`src/rgb_led_defines.svh`:
```
// register map, field positions, reset values and timing counts of the led sequencer
// assumes a 200 MHz system clock; included by the package and by the core
`ifndef RGB_LED_DEFINES_SVH
`define RGB_LED_DEFINES_SVH

`define CLK_PERIOD_NS            5

`define ADDR_CHANNEL_CONTROL     8'h00
`define ADDR_RED_SINK_LEVEL      8'h01
`define ADDR_GREEN_SINK_LEVEL    8'h02
`define ADDR_BLUE_SINK_LEVEL     8'h03
`define ADDR_BOOST_SENSOR_CONFIG 8'h06
`define ADDR_SENSOR_RESULT_HIGH  8'h10
`define ADDR_SENSOR_RESULT_LOW   8'h11

`define CTL_EN_RED               0
`define CTL_EN_GREEN             1
`define CTL_EN_BLUE              2
`define CTL_AUTO                 3
`define CTL_FAST                 4
`define CTL_FADE                 5
`define CTL_SEQ_LOW              6
`define CTL_SEQ_HIGH             7
`define CTL_RESET                8'h10

`define CFG_ACTIVE               0
`define CFG_BOOST                1
`define CFG_ADAPTIVE             2
`define CFG_ACTIVE_LOAD          3
`define CFG_COMP_SRC             4
`define CFG_READOUT              5
`define CFG_RESET                8'h04
`define SINK_LEVEL_RESET         8'h00

`define PWM_MIN_PULSE_NS         200
`define PWM_TICK_CYC             ((`PWM_MIN_PULSE_NS + `CLK_PERIOD_NS - 1) / `CLK_PERIOD_NS)
`define PWM_SLOW_STEPS           4096
`define PWM_FAST_STEPS           256
`define SEQ_SLOT_US              2500
`define SEQ_SLOT_TICKS           ((`SEQ_SLOT_US * 1000) / `PWM_MIN_PULSE_NS)
`define FADE_TIME_MS             520
`define FADE_LEVELS              256
`define FADE_STEP_CYC            ((`FADE_TIME_MS * 1000000) / (`CLK_PERIOD_NS * `FADE_LEVELS))
`define BOOST_SOFT_MS            50
`define BOOST_SOFT_CYC           ((`BOOST_SOFT_MS * 1000000) / `CLK_PERIOD_NS)
`define SENSOR_WINDOW_MS         134
`define SENSOR_SAMPLES           256
`define SENSOR_TICK_CYC          ((`SENSOR_WINDOW_MS * 1000000) / (`CLK_PERIOD_NS * `SENSOR_SAMPLES))

`endif

```
`src/rgb_led_pkg.sv`:
```
// types shared by the led sequencer core and its sensor averager
// assumes rgb_led_defines.svh is on the include path
`include "rgb_led_defines.svh"

package rgb_led_pkg;

  typedef enum logic [1:0] {
    mode_manual,
    mode_auto_normal,
    mode_auto_seq
  } op_mode_type;

  typedef struct packed {
    logic [7:0]        ctrl;
    logic [7:0]        red_lvl;
    logic [7:0]        grn_lvl;
    logic [7:0]        blu_lvl;
    logic [7:0]        cfg;
    logic [7:0]        rdata;
    logic [7:0]        low_snap;
    logic [5:0]        tick_cnt;
    logic              tick;
    logic [11:0]       phase;
    logic [16:0]       sens_cnt;
    logic              sens_tick;
    logic [18:0]       fade_cnt;
    logic [8:0]        level;
    logic [23:0]       boost_cnt;
    logic              boost_soft;
    logic [2:0]        sync1;
    logic [2:0]        sync2;
    logic [2:0]        prev;
    logic [2:0]        busy;
    logic [2:0][1:0]   slot;
    logic [2:0][13:0]  slot_tick;
    logic [2:0]        sink_on;
    logic [2:0][7:0]   sink_code;
    logic [11:0]       comp_sample;
    logic              wr_seen;
  } core_state_type;

  typedef struct packed {
    logic [19:0] acc;
    logic [7:0]  count;
    logic [11:0] average;
  } average_state_type;

endpackage

```
`src/rgb_led_pwm_sequencer.sv`:
```
// three channel led pwm and sequencer core with register port, fade, boost and sensor control
// assumes a 200 MHz clk_sys and trigger pins that are resynchronised here
`timescale 1ns/10ps
`default_nettype none
`include "rgb_led_defines.svh"

module rgb_led_pwm_sequencer #(
  parameter int unsigned SEQ_SLOT_TICKS  = `SEQ_SLOT_TICKS,
  parameter int unsigned FADE_STEP_CYC   = `FADE_STEP_CYC,
  parameter int unsigned BOOST_SOFT_CYC  = `BOOST_SOFT_CYC,
  parameter int unsigned SENSOR_TICK_CYC = `SENSOR_TICK_CYC
) (
  input  wire logic        clk_sys,
  input  wire logic        arst_n,
  input  wire logic [7:0]  reg_addr,
  input  wire logic        reg_wr,
  input  wire logic        reg_rd,
  input  wire logic [7:0]  reg_wdata,
  output logic      [7:0]  reg_rdata,
  input  wire logic        red_trigger_in,
  input  wire logic        green_trigger_in,
  input  wire logic        blue_trigger_in,
  input  wire logic [11:0] red_duty,
  input  wire logic [11:0] green_duty,
  input  wire logic [11:0] blue_duty,
  input  wire logic [7:0]  red_stored_code,
  input  wire logic [7:0]  green_stored_code,
  input  wire logic [7:0]  blue_stored_code,
  input  wire logic        standalone_mode,
  input  wire logic [11:0] first_sensor_in,
  input  wire logic [11:0] second_sensor_in,
  output logic             red_sink_out,
  output logic             green_sink_out,
  output logic             blue_sink_out,
  output logic      [7:0]  red_sink_code,
  output logic      [7:0]  green_sink_code,
  output logic      [7:0]  blue_sink_code,
  output logic      [11:0] compensation_sample,
  output logic             compensation_source_bit,
  output logic             active_load_en,
  output logic             adaptive_vout_en,
  output logic             boost_run,
  output logic             boost_low_current,
  output logic             device_active
);

  localparam int TICK_N = `PWM_TICK_CYC;

  rgb_led_pkg::core_state_type st;
  rgb_led_pkg::core_state_type next_st;
  rgb_led_pkg::op_mode_type    mode;
  logic [1:0]                  last_slot;
  logic                        fast;
  logic                        seq_mode;
  logic                        fading;
  logic                        use_pwm;
  logic [8:0]                  target;
  logic [2:0]                  pins;
  logic [2:0]                  trig_edge;
  logic [2:0]                  pwm_on;
  logic [2:0][11:0]            duty_in;
  logic [2:0][7:0]             stored_code;
  logic [2:0][7:0]             lvl;
  logic [11:0]                 avg_first;
  logic [11:0]                 avg_second;
  logic [11:0]                 readout_sel;

  assign pins        = {blue_trigger_in, green_trigger_in, red_trigger_in};
  assign duty_in     = {blue_duty, green_duty, red_duty};
  assign stored_code = {blue_stored_code, green_stored_code, red_stored_code};
  assign lvl         = {st.blu_lvl, st.grn_lvl, st.red_lvl};
  assign trig_edge   = st.sync2 & ~st.prev;
  assign fast        = st.ctrl[`CTL_FAST];
  assign seq_mode    = (mode == rgb_led_pkg::mode_auto_seq);
  assign readout_sel = st.cfg[`CFG_READOUT] ? avg_second : avg_first;

  sensor_window_average u_avg_first (
    .clk_sys     (clk_sys),
    .arst_n      (arst_n),
    .sample_tick (st.sens_tick),
    .sample_in   (first_sensor_in),
    .average_out (avg_first)
  );

  sensor_window_average u_avg_second (
    .clk_sys     (clk_sys),
    .arst_n      (arst_n),
    .sample_tick (st.sens_tick),
    .sample_in   (second_sensor_in),
    .average_out (avg_second)
  );

  // operating mode from auto and sequence bits; standalone_mode forces auto normal
  always_comb begin
    case ({st.ctrl[`CTL_SEQ_HIGH], st.ctrl[`CTL_SEQ_LOW]})
      2'b00: begin
        mode      = rgb_led_pkg::mode_auto_normal;
        last_slot = 2'd0;
      end
      2'b01: begin
        mode      = rgb_led_pkg::mode_auto_seq;
        last_slot = 2'd1;
      end
      2'b10: begin
        mode      = rgb_led_pkg::mode_auto_seq;
        last_slot = 2'd2;
      end
      2'b11: begin
        mode      = rgb_led_pkg::mode_auto_seq;
        last_slot = 2'd3;
      end
      default: begin
        mode      = rgb_led_pkg::mode_auto_normal;
        last_slot = 2'd0;
      end
    endcase
    if (standalone_mode) begin
      mode = rgb_led_pkg::mode_auto_normal;
    end else if (!st.ctrl[`CTL_AUTO]) begin
      mode = rgb_led_pkg::mode_manual;
    end
  end

  assign fading  = (mode == rgb_led_pkg::mode_manual) && st.ctrl[`CTL_FADE] && (st.level != 9'h000);
  assign use_pwm = (mode != rgb_led_pkg::mode_manual) || fading;
  assign target  = (mode != rgb_led_pkg::mode_manual) ? 9'(`FADE_LEVELS) : 9'h000;

  // pulse width and placement per channel
  for (genvar i = 0; i < 3; i++) begin : g_ch
    logic [20:0] prod;
    logic [11:0] duty_eff;
    logic [11:0] pos;
    logic        sub_extra;
    logic [12:0] span;
    logic [12:0] width;
    logic [12:0] pos_w;
    logic [12:0] start;
    logic        window_ok;

    assign prod      = {9'h000, duty_in[i]} * {12'h000, st.level};
    assign duty_eff  = prod[19:8];
    assign pos       = seq_mode ? st.slot_tick[i][11:0] : st.phase;
    assign sub_extra = (pos[11:8] < duty_eff[3:0]);
    assign span      = fast ? 13'(`PWM_FAST_STEPS) : 13'(`PWM_SLOW_STEPS);
    assign width     = fast ? ({5'h00, duty_eff[11:4]} + {12'h000, sub_extra})
                            : {1'b0, duty_eff};
    assign pos_w     = fast ? {5'h00, pos[7:0]} : {1'b0, pos};
    if (i == 0) begin : g_red
      assign start = 13'h0000;
    end else if (i == 1) begin : g_green
      assign start = (span - width) >> 1;
    end else begin : g_blue
      assign start = span - width;
    end
    assign window_ok = seq_mode ? (st.busy[i] && st.slot_tick[i] < 14'(`PWM_SLOW_STEPS)) : 1'b1;
    assign pwm_on[i] = window_ok && (width != 13'h0000) && (pos_w >= start) && (pos_w < start + width);
  end

  always_comb begin
    next_st           = st;
    next_st.tick      = 1'b0;
    next_st.sens_tick = 1'b0;
    // 200 ns step enable drives the shared phase counter
    if (st.tick_cnt == 6'(`PWM_TICK_CYC - 1)) begin
      next_st.tick_cnt = 6'h00;
      next_st.tick     = 1'b1;
    end else begin
      next_st.tick_cnt = st.tick_cnt + 6'h01;
    end
    if (st.tick) begin
      next_st.phase = st.phase + 12'h001;
    end
    if (st.sens_cnt == 17'(SENSOR_TICK_CYC - 1)) begin
      next_st.sens_cnt  = 17'h00000;
      next_st.sens_tick = 1'b1;
    end else begin
      next_st.sens_cnt = st.sens_cnt + 17'h00001;
    end
    // boost soft start window
    if (!st.cfg[`CFG_BOOST]) begin
      next_st.boost_soft = 1'b0;
    end else if (st.boost_soft) begin
      if (st.boost_cnt == 24'(BOOST_SOFT_CYC - 1)) begin
        next_st.boost_soft = 1'b0;
      end else begin
        next_st.boost_cnt = st.boost_cnt + 24'h000001;
      end
    end
    // register writes
    if (reg_wr) begin
      case (reg_addr)
        `ADDR_CHANNEL_CONTROL: begin
          next_st.ctrl    = reg_wdata;
          next_st.wr_seen = 1'b1;
        end
        `ADDR_RED_SINK_LEVEL:   next_st.red_lvl = reg_wdata;
        `ADDR_GREEN_SINK_LEVEL: next_st.grn_lvl = reg_wdata;
        `ADDR_BLUE_SINK_LEVEL:  next_st.blu_lvl = reg_wdata;
        `ADDR_BOOST_SENSOR_CONFIG: begin
          next_st.cfg = reg_wdata;
          if (reg_wdata[`CFG_BOOST] && !st.cfg[`CFG_BOOST]) begin
            next_st.boost_soft = 1'b1;
            next_st.boost_cnt  = 24'h000000;
          end
        end
        default: ;
      endcase
    end
    // register reads; high byte read freezes the low byte of the same result
    if (reg_rd) begin
      case (reg_addr)
        `ADDR_CHANNEL_CONTROL:     next_st.rdata = st.ctrl;
        `ADDR_RED_SINK_LEVEL:      next_st.rdata = st.red_lvl;
        `ADDR_GREEN_SINK_LEVEL:    next_st.rdata = st.grn_lvl;
        `ADDR_BLUE_SINK_LEVEL:     next_st.rdata = st.blu_lvl;
        `ADDR_BOOST_SENSOR_CONFIG: next_st.rdata = st.cfg;
        `ADDR_SENSOR_RESULT_HIGH: begin
          next_st.rdata    = {4'h0, readout_sel[11:8]};
          next_st.low_snap = readout_sel[7:0];
        end
        `ADDR_SENSOR_RESULT_LOW:   next_st.rdata = st.low_snap;
        default:                   next_st.rdata = 8'h00;
      endcase
    end
    next_st.comp_sample = st.cfg[`CFG_COMP_SRC] ? avg_second : avg_first;
    // common fade level keeps the colour balance
    if (standalone_mode) begin
      next_st.level    = 9'(`FADE_LEVELS);
      next_st.fade_cnt = 19'h00000;
    end else if (!st.ctrl[`CTL_FADE]) begin
      next_st.level    = target;
      next_st.fade_cnt = 19'h00000;
    end else if (st.level != target) begin
      if (st.fade_cnt == 19'(FADE_STEP_CYC - 1)) begin
        next_st.fade_cnt = 19'h00000;
        next_st.level    = (st.level < target) ? st.level + 9'h001 : st.level - 9'h001;
      end else begin
        next_st.fade_cnt = st.fade_cnt + 19'h00001;
      end
    end else begin
      next_st.fade_cnt = 19'h00000;
    end
    next_st.sync1 = pins;
    next_st.sync2 = st.sync1;
    next_st.prev  = st.sync2;
    for (int i = 0; i < 3; i++) begin
      if (!seq_mode) begin
        next_st.busy[i] = 1'b0;
      end else if (trig_edge[i]) begin
        next_st.busy[i]      = 1'b1;
        next_st.slot[i]      = 2'd0;
        next_st.slot_tick[i] = 14'h3fff;
      end else if (st.busy[i] && st.tick) begin
        if (st.slot_tick[i] == 14'(SEQ_SLOT_TICKS - 1)) begin
          next_st.slot_tick[i] = 14'h0000;
          if (st.slot[i] == last_slot) begin
            next_st.busy[i] = 1'b0;
          end else begin
            next_st.slot[i] = st.slot[i] + 2'd1;
          end
        end else begin
          next_st.slot_tick[i] = st.slot_tick[i] + 14'h0001;
        end
      end
      case (mode)
        rgb_led_pkg::mode_manual:
          next_st.sink_on[i] = st.ctrl[i] && st.sync2[i] && (!use_pwm || pwm_on[i]);
        rgb_led_pkg::mode_auto_normal:
          next_st.sink_on[i] = st.ctrl[i] && st.sync2[i] && pwm_on[i];
        rgb_led_pkg::mode_auto_seq:
          next_st.sink_on[i] = st.ctrl[i] && pwm_on[i];
        default:
          next_st.sink_on[i] = 1'b0;
      endcase
      if (!(st.cfg[`CFG_ACTIVE] || standalone_mode)) begin
        next_st.sink_on[i] = 1'b0;
      end
      next_st.sink_code[i] = (mode == rgb_led_pkg::mode_manual && !fading) ? lvl[i]
                                                                           : stored_code[i];
    end
  end

  always_ff @(posedge clk_sys or negedge arst_n) begin
    if (!arst_n) begin
      st         <= '0;
      st.ctrl    <= `CTL_RESET;
      st.cfg     <= `CFG_RESET;
      st.red_lvl <= `SINK_LEVEL_RESET;
      st.grn_lvl <= `SINK_LEVEL_RESET;
      st.blu_lvl <= `SINK_LEVEL_RESET;
    end else begin
      st <= next_st;
    end
  end

  assign reg_rdata               = st.rdata;
  assign red_sink_out            = st.sink_on[0];
  assign green_sink_out          = st.sink_on[1];
  assign blue_sink_out           = st.sink_on[2];
  assign red_sink_code           = st.sink_code[0];
  assign green_sink_code         = st.sink_code[1];
  assign blue_sink_code          = st.sink_code[2];
  assign compensation_sample     = st.comp_sample;
  assign compensation_source_bit = st.cfg[`CFG_COMP_SRC];
  assign active_load_en          = st.cfg[`CFG_ACTIVE_LOAD];
  assign adaptive_vout_en        = st.cfg[`CFG_ADAPTIVE];
  assign boost_run               = st.cfg[`CFG_BOOST];
  assign boost_low_current       = st.boost_soft;
  assign device_active           = st.cfg[`CFG_ACTIVE];
endmodule

`default_nettype wire

```
`src/sensor_window_average.sv`:
```
// boxcar average of 256 sensor samples taken on a slow enable
// assumes sample_tick is a one-cycle pulse spaced a window / 256 apart
`timescale 1ns/10ps
`default_nettype none

module sensor_window_average (
  input  wire logic        clk_sys,
  input  wire logic        arst_n,
  input  wire logic        sample_tick,
  input  wire logic [11:0] sample_in,
  output logic      [11:0] average_out
);

  rgb_led_pkg::average_state_type st;
  rgb_led_pkg::average_state_type next_st;
  logic [19:0]                    sum;

  assign sum = st.acc + {8'h00, sample_in};

  always_comb begin
    next_st = st;
    if (sample_tick) begin
      next_st.count = st.count + 8'h01;
      next_st.acc   = sum;
      if (st.count == 8'hff) begin
        next_st.average = sum[19:8];
        next_st.acc     = 20'h00000;
      end
    end
  end

  always_ff @(posedge clk_sys or negedge arst_n) begin
    if (!arst_n) begin
      st <= '0;
    end else begin
      st <= next_st;
    end
  end

  assign average_out = st.average;
endmodule

`default_nettype wire
```
`config.mk`:
```
export PLATFORM = sky130hd
export DESIGN_NAME = rgb_led_pwm_sequencer
export DESIGN_NICKNAME = d
export VERILOG_FILES = /design/src/rgb_led_pkg.sv /design/src/rgb_led_pwm_sequencer.sv /design/src/sensor_window_average.sv
export VERILOG_INCLUDE_DIRS = /design/src
export SDC_FILE = /design/constraint.sdc
export NUM_CORES = 1
export LEC_CHECK = 0
export BUFFER_PORTS_ARGS = -buffer_cell sky130_fd_sc_hd__buf_2
export CORE_AREA = 2 2 291 178
export CTS_BUF_LIST = sky130_fd_sc_hd__clkbuf_8
export DETAILED_ROUTE_END_ITERATION = 16
export DIE_AREA = 0 0 293 180
export PLACE_DENSITY_LB_ADDON = 0.2
export REMOVE_ABC_BUFFERS = 1
export SLEW_MARGIN = 20
export SYNTH_ARGS = -nofsm -noshare
export SYNTH_HDL_FRONTEND = slang
export SYNTH_SLANG_ARGS = --single-unit
```
`constraint.sdc`:
```
create_clock -name clk_sys -period 11.8 [get_ports clk_sys]
set_input_delay 2.36 -clock clk_sys [delete_from_list [all_inputs] [get_ports clk_sys]]
set_output_delay 2.36 -clock clk_sys [all_outputs]
set_load 0.005 [all_outputs]
```
==> qor.txt, run 1 <==
status - finished, final reports clean
sequential fraction of the synthesis area - 26.5%
Power Density - 78.7 mW/mm2
Cell variety after synth - 105
P&R area growth vs syn - 6.53%
layout cells sized above 1 - 10.8%
Least-Margin Pin Slew - 997 ps
via count - 24.9k
Die Y - 180 um
relative slew slack - 33.5%
Setup crit start kind - input pin
worst path arrival time - 11790 ps
Final Instance Area - 0.0326 mm2
I/O Buffers - 160
CP bufs+invs - 5
Mapped Area - 0.0306 mm2
final setup violation count - 0
count leader, synth - nand2_1
footprint of the multi-input gates - 0.0204 mm2
M1 GR Usage - 44.3%
most used routing layer - met2
number of synthesized flops with an enable pin - 0
final max-slew violation count - 0
Final min period - 11290 ps
synth warn - 0
Synth Area in Compound Gates - 13.3%
GRT Util Overall - 29.7%
post-route setup TNS - 0 ps
Yosys reg bits - 325
largest net degree at the start of global routing - 145
initial drt markers - 2245
chip width - 293 um
CP delay by family, top - adder cells
GR Util met2 - 45.3%
CTS tree - built
xor and xnor area share after synthesis - 6.16%
met3 GRT Util - 5.53%
MaxCap Viol Count - 0
Post-Synth Adder-Cell Area - 23.8%
antenna violations before repair - 2
CP Data Required Time - 12300 ps
CTS buffer count - 49
Hold Slack - 347 ps
top cells by area, synth - dfrtp_1 26%, fa_1 14%, ha_1 10%
Initial Util - 61.0%
part of the power in registers - 45.2%
slowest CP cell - fa_1
power share of the clock group - 36.7%
Detailed Routing Iterations Pass 1 - 6
synth cell count leaders - 504 x nand2_1, 323 x dfrtp_1, 310 x inv_1, 245 x ha_1, 211 x fa_1
fillers - 4116
gpl congestion - 0.938
ANT nets after route - 0
post-synthesis simple-gate area fraction - 19.4%
Sw Ratio - 30.0%
fmax - 88.6 MHz
leakage power - 15.9 nW
total gr overflow - 0
Root Driver - clkbuf_8
number of global-route vias before repair - 25.2k
Final Hold Fails - 0
core area - 0.0502 mm2
global-route wire length before repair - 129000 um
CP dominant cell by count - ha_1
mux cell area share after synthesis - 3.84%
Sink Count - 325
main combinational cell family by area after synthesis - adder cells
clock insertion delay at the later pin of the skew report - 630 ps
htree depth - 2
Worst setup EP type - flip-flop
Slowest Stage Delay on Critical Path - 550 ps
Post-Synthesis Cells - 3443
WS Path Type - input pin to flip-flop
drt drc - 0
clock buffer depth - 3
clk_skew - 65.5 ps
placed insts - 4102
leading area contributor after synthesis - dfrtp_1
routed wire length - 76600 um
ys flop type - dfrtp_1
Reg clk slew, reported paths - 60 ps
Post-DP Area - 0.0316 mm2
Vias per Instance - 5.93
die area - 0.0527 mm2
hold_buf cts - 0
WL per Instance - 18.3 um
Internal - 1.80 mW
CP max FO - 9
Post-synth ARST share - 100%
Sw Pwr - 0.771 mW
io pins - 161
nets - 4057
combinational share of power - 18.2%
Rows - 64
Avg Inst Size Synth - 8.90 um2
Hold Path Class - flip-flop to flip-flop
final period utilization - 95.7%
dpl hpwl - 57800 um
post-synth top area share - 26.4%
final cell count without fillers - 4191
Register Area - 0.00814 mm2
worst vdd ir - 82.7 uV
RSZ-0062 raised after global routing - false
## cell type report
cell class | instances | area share, %
multi-input cells | 2606 | 62.5
flip-flops and latches | 325 | 24.9
inverters | 315 | 3.64
repair buffers | 196 | 3.35
well taps | 660 | 2.53
clock buffers | 59 | 2.49
clock inverters | 29 | 0.517
diodes | 1 | 0.00767
## layout by cell type (no fill, tap or decap), types with 59 or more instances in the layout
cell,n
nand2_1,504
inv_1,329
dfrtp_1,322
ha_1,245
fa_1,211
nor2_1,175
o21ai_0,174
buf_2,159
and2_1,152
a21oi_1,126
xnor2_1,122
nand3_1,91
xor2_1,90
mux2_2,65
clkbuf_8,59
## per-stage QoR
stage | setup slack, ps | utilization, % | power, mW
finish | 511 | 65.0 | 2.57
global route | 9.28 | 65.0 | 2.70
CTS | 544 | 65.0 | 2.59
detailed placement | -82.6 | 63.0 | 1.64
global placement | 228 | 63.0 | 1.62
floorplan | 612 | - | 1.47
## power by group through the flow
stage | clock [mW] | sequential, mW | combinational (mW)
after floorplan | 0 | 1.18 | 0.293
after global placement | 0 | 1.18 | 0.441
after detailed placement | 0 | 1.18 | 0.458
after CTS | 0.963 | 1.16 | 0.462
after global routing | 1.01 | 1.16 | 0.524
final | 0.942 | 1.16 | 0.467
## layer usage
layer / share of wire [%] / up-vias
li1: - / 11700
met1: 47 / 12200
met2: 44 / 892
met3: 7.5 / 106
met4: 1.7 / 4
met5: 0.095 / -
## final timing paths
path,from,end,slack [ps],cells after the start
max reg2reg,st[126],blue_sink_out,1360,43
min,next_st[96],next_st[93],350,0
min reg2reg,next_st[96],next_st[93],350,0
min in group asynchronous,arst_n,u_avg_first.st[23],1760,1
max,blue_duty[6],blue_sink_out,510,44
max in group asynchronous,arst_n,u_avg_second.st[33],7830,3
## state kept, by name (all words and copies together) (netlist names), 6 cells and up
name,count
green_sink_code,8
u_avg_second.st,28
u_avg_first.st,28
compensation_sample,12
lvl,24
st,161
next_st,6
reg_rdata,8
u_avg_second.average_out,12
u_avg_first.average_out,12
red_sink_code,8
blue_sink_code,8
## cell families (layout without fill, tap and decap cells)
logic type	after synthesis	after routing
AO/OA/AOI/OAI	610	610
XOR/XNOR	214	214
multiplexers	107	107
other	0	1
AND/OR/NAND/NOR	1218	1218
flip-flops	325	325
adder cells (fa/ha/maj)	457	457
buffers and inverters	512	599
## repair_timing
| action | in CTS | in global routing |
|---|---|---|
| buffers inserted | 0 | 0 |
| resized for setup | 0 | 3 |
| setup endpoints to repair | 0 | 1 |
No activity file was read; power rests on OpenSTA's default activity.
==> inputs of run 2 (changes only) <==
--- a/config.mk
+++ b/config.mk
@@ -11,6 +11,7 @@
 export CTS_BUF_LIST = sky130_fd_sc_hd__clkbuf_8
 export DETAILED_ROUTE_END_ITERATION = 16
 export DIE_AREA = 0 0 293 180
+export MAX_ROUTING_LAYER = met4
 export PLACE_DENSITY_LB_ADDON = 0.2
 export REMOVE_ABC_BUFFERS = 1
 export SLEW_MARGIN = 20
==> run 2 against run 1 <==
Compared with the run above:
- non-clock buffer count rose by 2
- highest routed layer is now met4
- clock skew fell by 17 ps
- final cell count barely moved
- global-route usage rose by 1.2 points
- flip-flop and latch count did not move
==> qor.txt, run 2 (synthesis results as in run 1) <==
status - finished, final reports clean
routed wire length - 77000 um
slowest CP cell - fa_1
Hold Path Class - flip-flop to flip-flop
Final Instance Area - 0.0326 mm2
total gr overflow - 0
Root Driver - clkbuf_8
Largest regs - st x161, u_avg_first.st x28, u_avg_second.st x28
WS Path Type - input pin to flip-flop
number of global-route vias before repair - 25.5k
hold_sp - next_st[96]
final max-slew violation count - 0
Place WS - -11.9 ps
Setup crit start kind - input pin
Die Y - 180 um
die area - 0.0527 mm2
Final Util - 65.0%
Vias per Instance - 5.94
htree depth - 2
relative slew slack - 25.5%
Reg clk slew, reported paths - 60 ps
largest register by flop count - st
leakage power - 15.9 nW
chip width - 293 um
max reg flops - 161
CP bufs+invs - 6
I/O Buffers - 160
Final min period - 11210 ps
layout cells sized above 1 - 10.7%
clk_skew - 48.5 ps
Post-DP Area - 0.0316 mm2
antenna violations before repair - 2
final period utilization - 95.0%
clock buffer depth - 3
ANT nets after route - 0
Worst setup EP type - flip-flop
clock insertion delay at the later pin of the skew report - 620 ps
fmax - 89.2 MHz
final setup violation count - 0
GRT Util Overall - 30.9%
Final Hold Fails - 0
Least-Margin Pin Slew - 1110 ps
CP Data Required Time - 12290 ps
CTS buffer count - 49
P&R area growth vs syn - 6.48%
worst vdd ir - 74.6 uV
Hold Slack - 353 ps
io pins - 161
via count - 24.9k
CP max FO - 9
MaxCap Viol Count - 0
worst path arrival time - 11690 ps
most common cell after layout, fill and taps aside - nand2_1
Rows - 64
nets - 4059
gpl congestion - 0.934
drt drc - 0
CTS tree - built
Worst Setup SP - blue_duty[6]
Initial Util - 61.0%
worst setup margin - 594 ps
largest net degree at the start of global routing - 114
Sink Count - 325
Slowest Stage Delay on Critical Path - 540 ps
global-route wire length before repair - 131000 um
Detailed Routing Iterations Pass 1 - 5
Power Density - 78.1 mW/mm2
R2R Path Start - st[130]
most frequent cells in the layout - 504 x nand2_1, 334 x inv_1, 323 x dfrtp_1
core area - 0.0502 mm2
initial drt markers - 2187
CP dominant cell by count - ha_1
WL per Instance - 18.4 um
hold_buf cts - 0
dpl hpwl - 58000 um
CP delay by family, top - adder cells
## run 2: area by class of cell
type	count	area (um2)
tap	660	826
clock inverter	31	175
fill	4131	17600
sequential	325	8140
clock buffer	56	771
multi-input combinational	2606	20400
inverter	315	1190
timing repair buffer	198	1100
antenna	2	5.00
## run 2: what timing repair did
| item | 4_1_cts | 5_1_grt |
|---|---|---|
| resized for setup | 0 | 7 |
| setup buffers | 0 | 1 |
| setup endpoints to repair | 0 | 1 |
## run 2: final timing paths
| check | end | slack [ps] | cells past startpoint |
|---|---|---|---|
| worst max-delay path | blue_sink_out | 590 | 44 |
| worst min-delay path | next_st[93] | 350 | 0 |
| worst max register to register | green_sink_out | 1720 | 42 |
| worst min register to register | next_st[93] | 350 | 0 |
| max in group asynchronous | st[44] | 8390 | 2 |
| min in group asynchronous | u_avg_first.st[23] | 1830 | 1 |
## run 2: through the flow
step | setup TNS (ps) | power (mW) | instances
3_5_place_dp | -11.9 | 1.64 | 4103
2_1_floorplan | 0 | 1.47 | 3246
3_3_place_gp | 0 | 1.62 | 4103
5_1_grt | -12.1 | 2.67 | 4192
4_1_cts | 0 | 2.56 | 4190
6_report | 0 | 2.55 | 4193
## run 2: metal layers
metal	global-route usage (%)	vias to the layer above	routed length (um)
met5	-	-	0
met2	45.8	870	33900
li1	-	11700	-
met4	5.87	0	1210
met1	45.9	12300	36900
met3	3.96	98	5070
## run 2: report_power, final
part	total (mW)	switching, mW	leakage [nW]	internal (mW)
Sequential	1.16	0.0245	4.11	1.14
Clock	0.915	0.457	0.562	0.458
Combinational	0.473	0.288	11.3	0.185
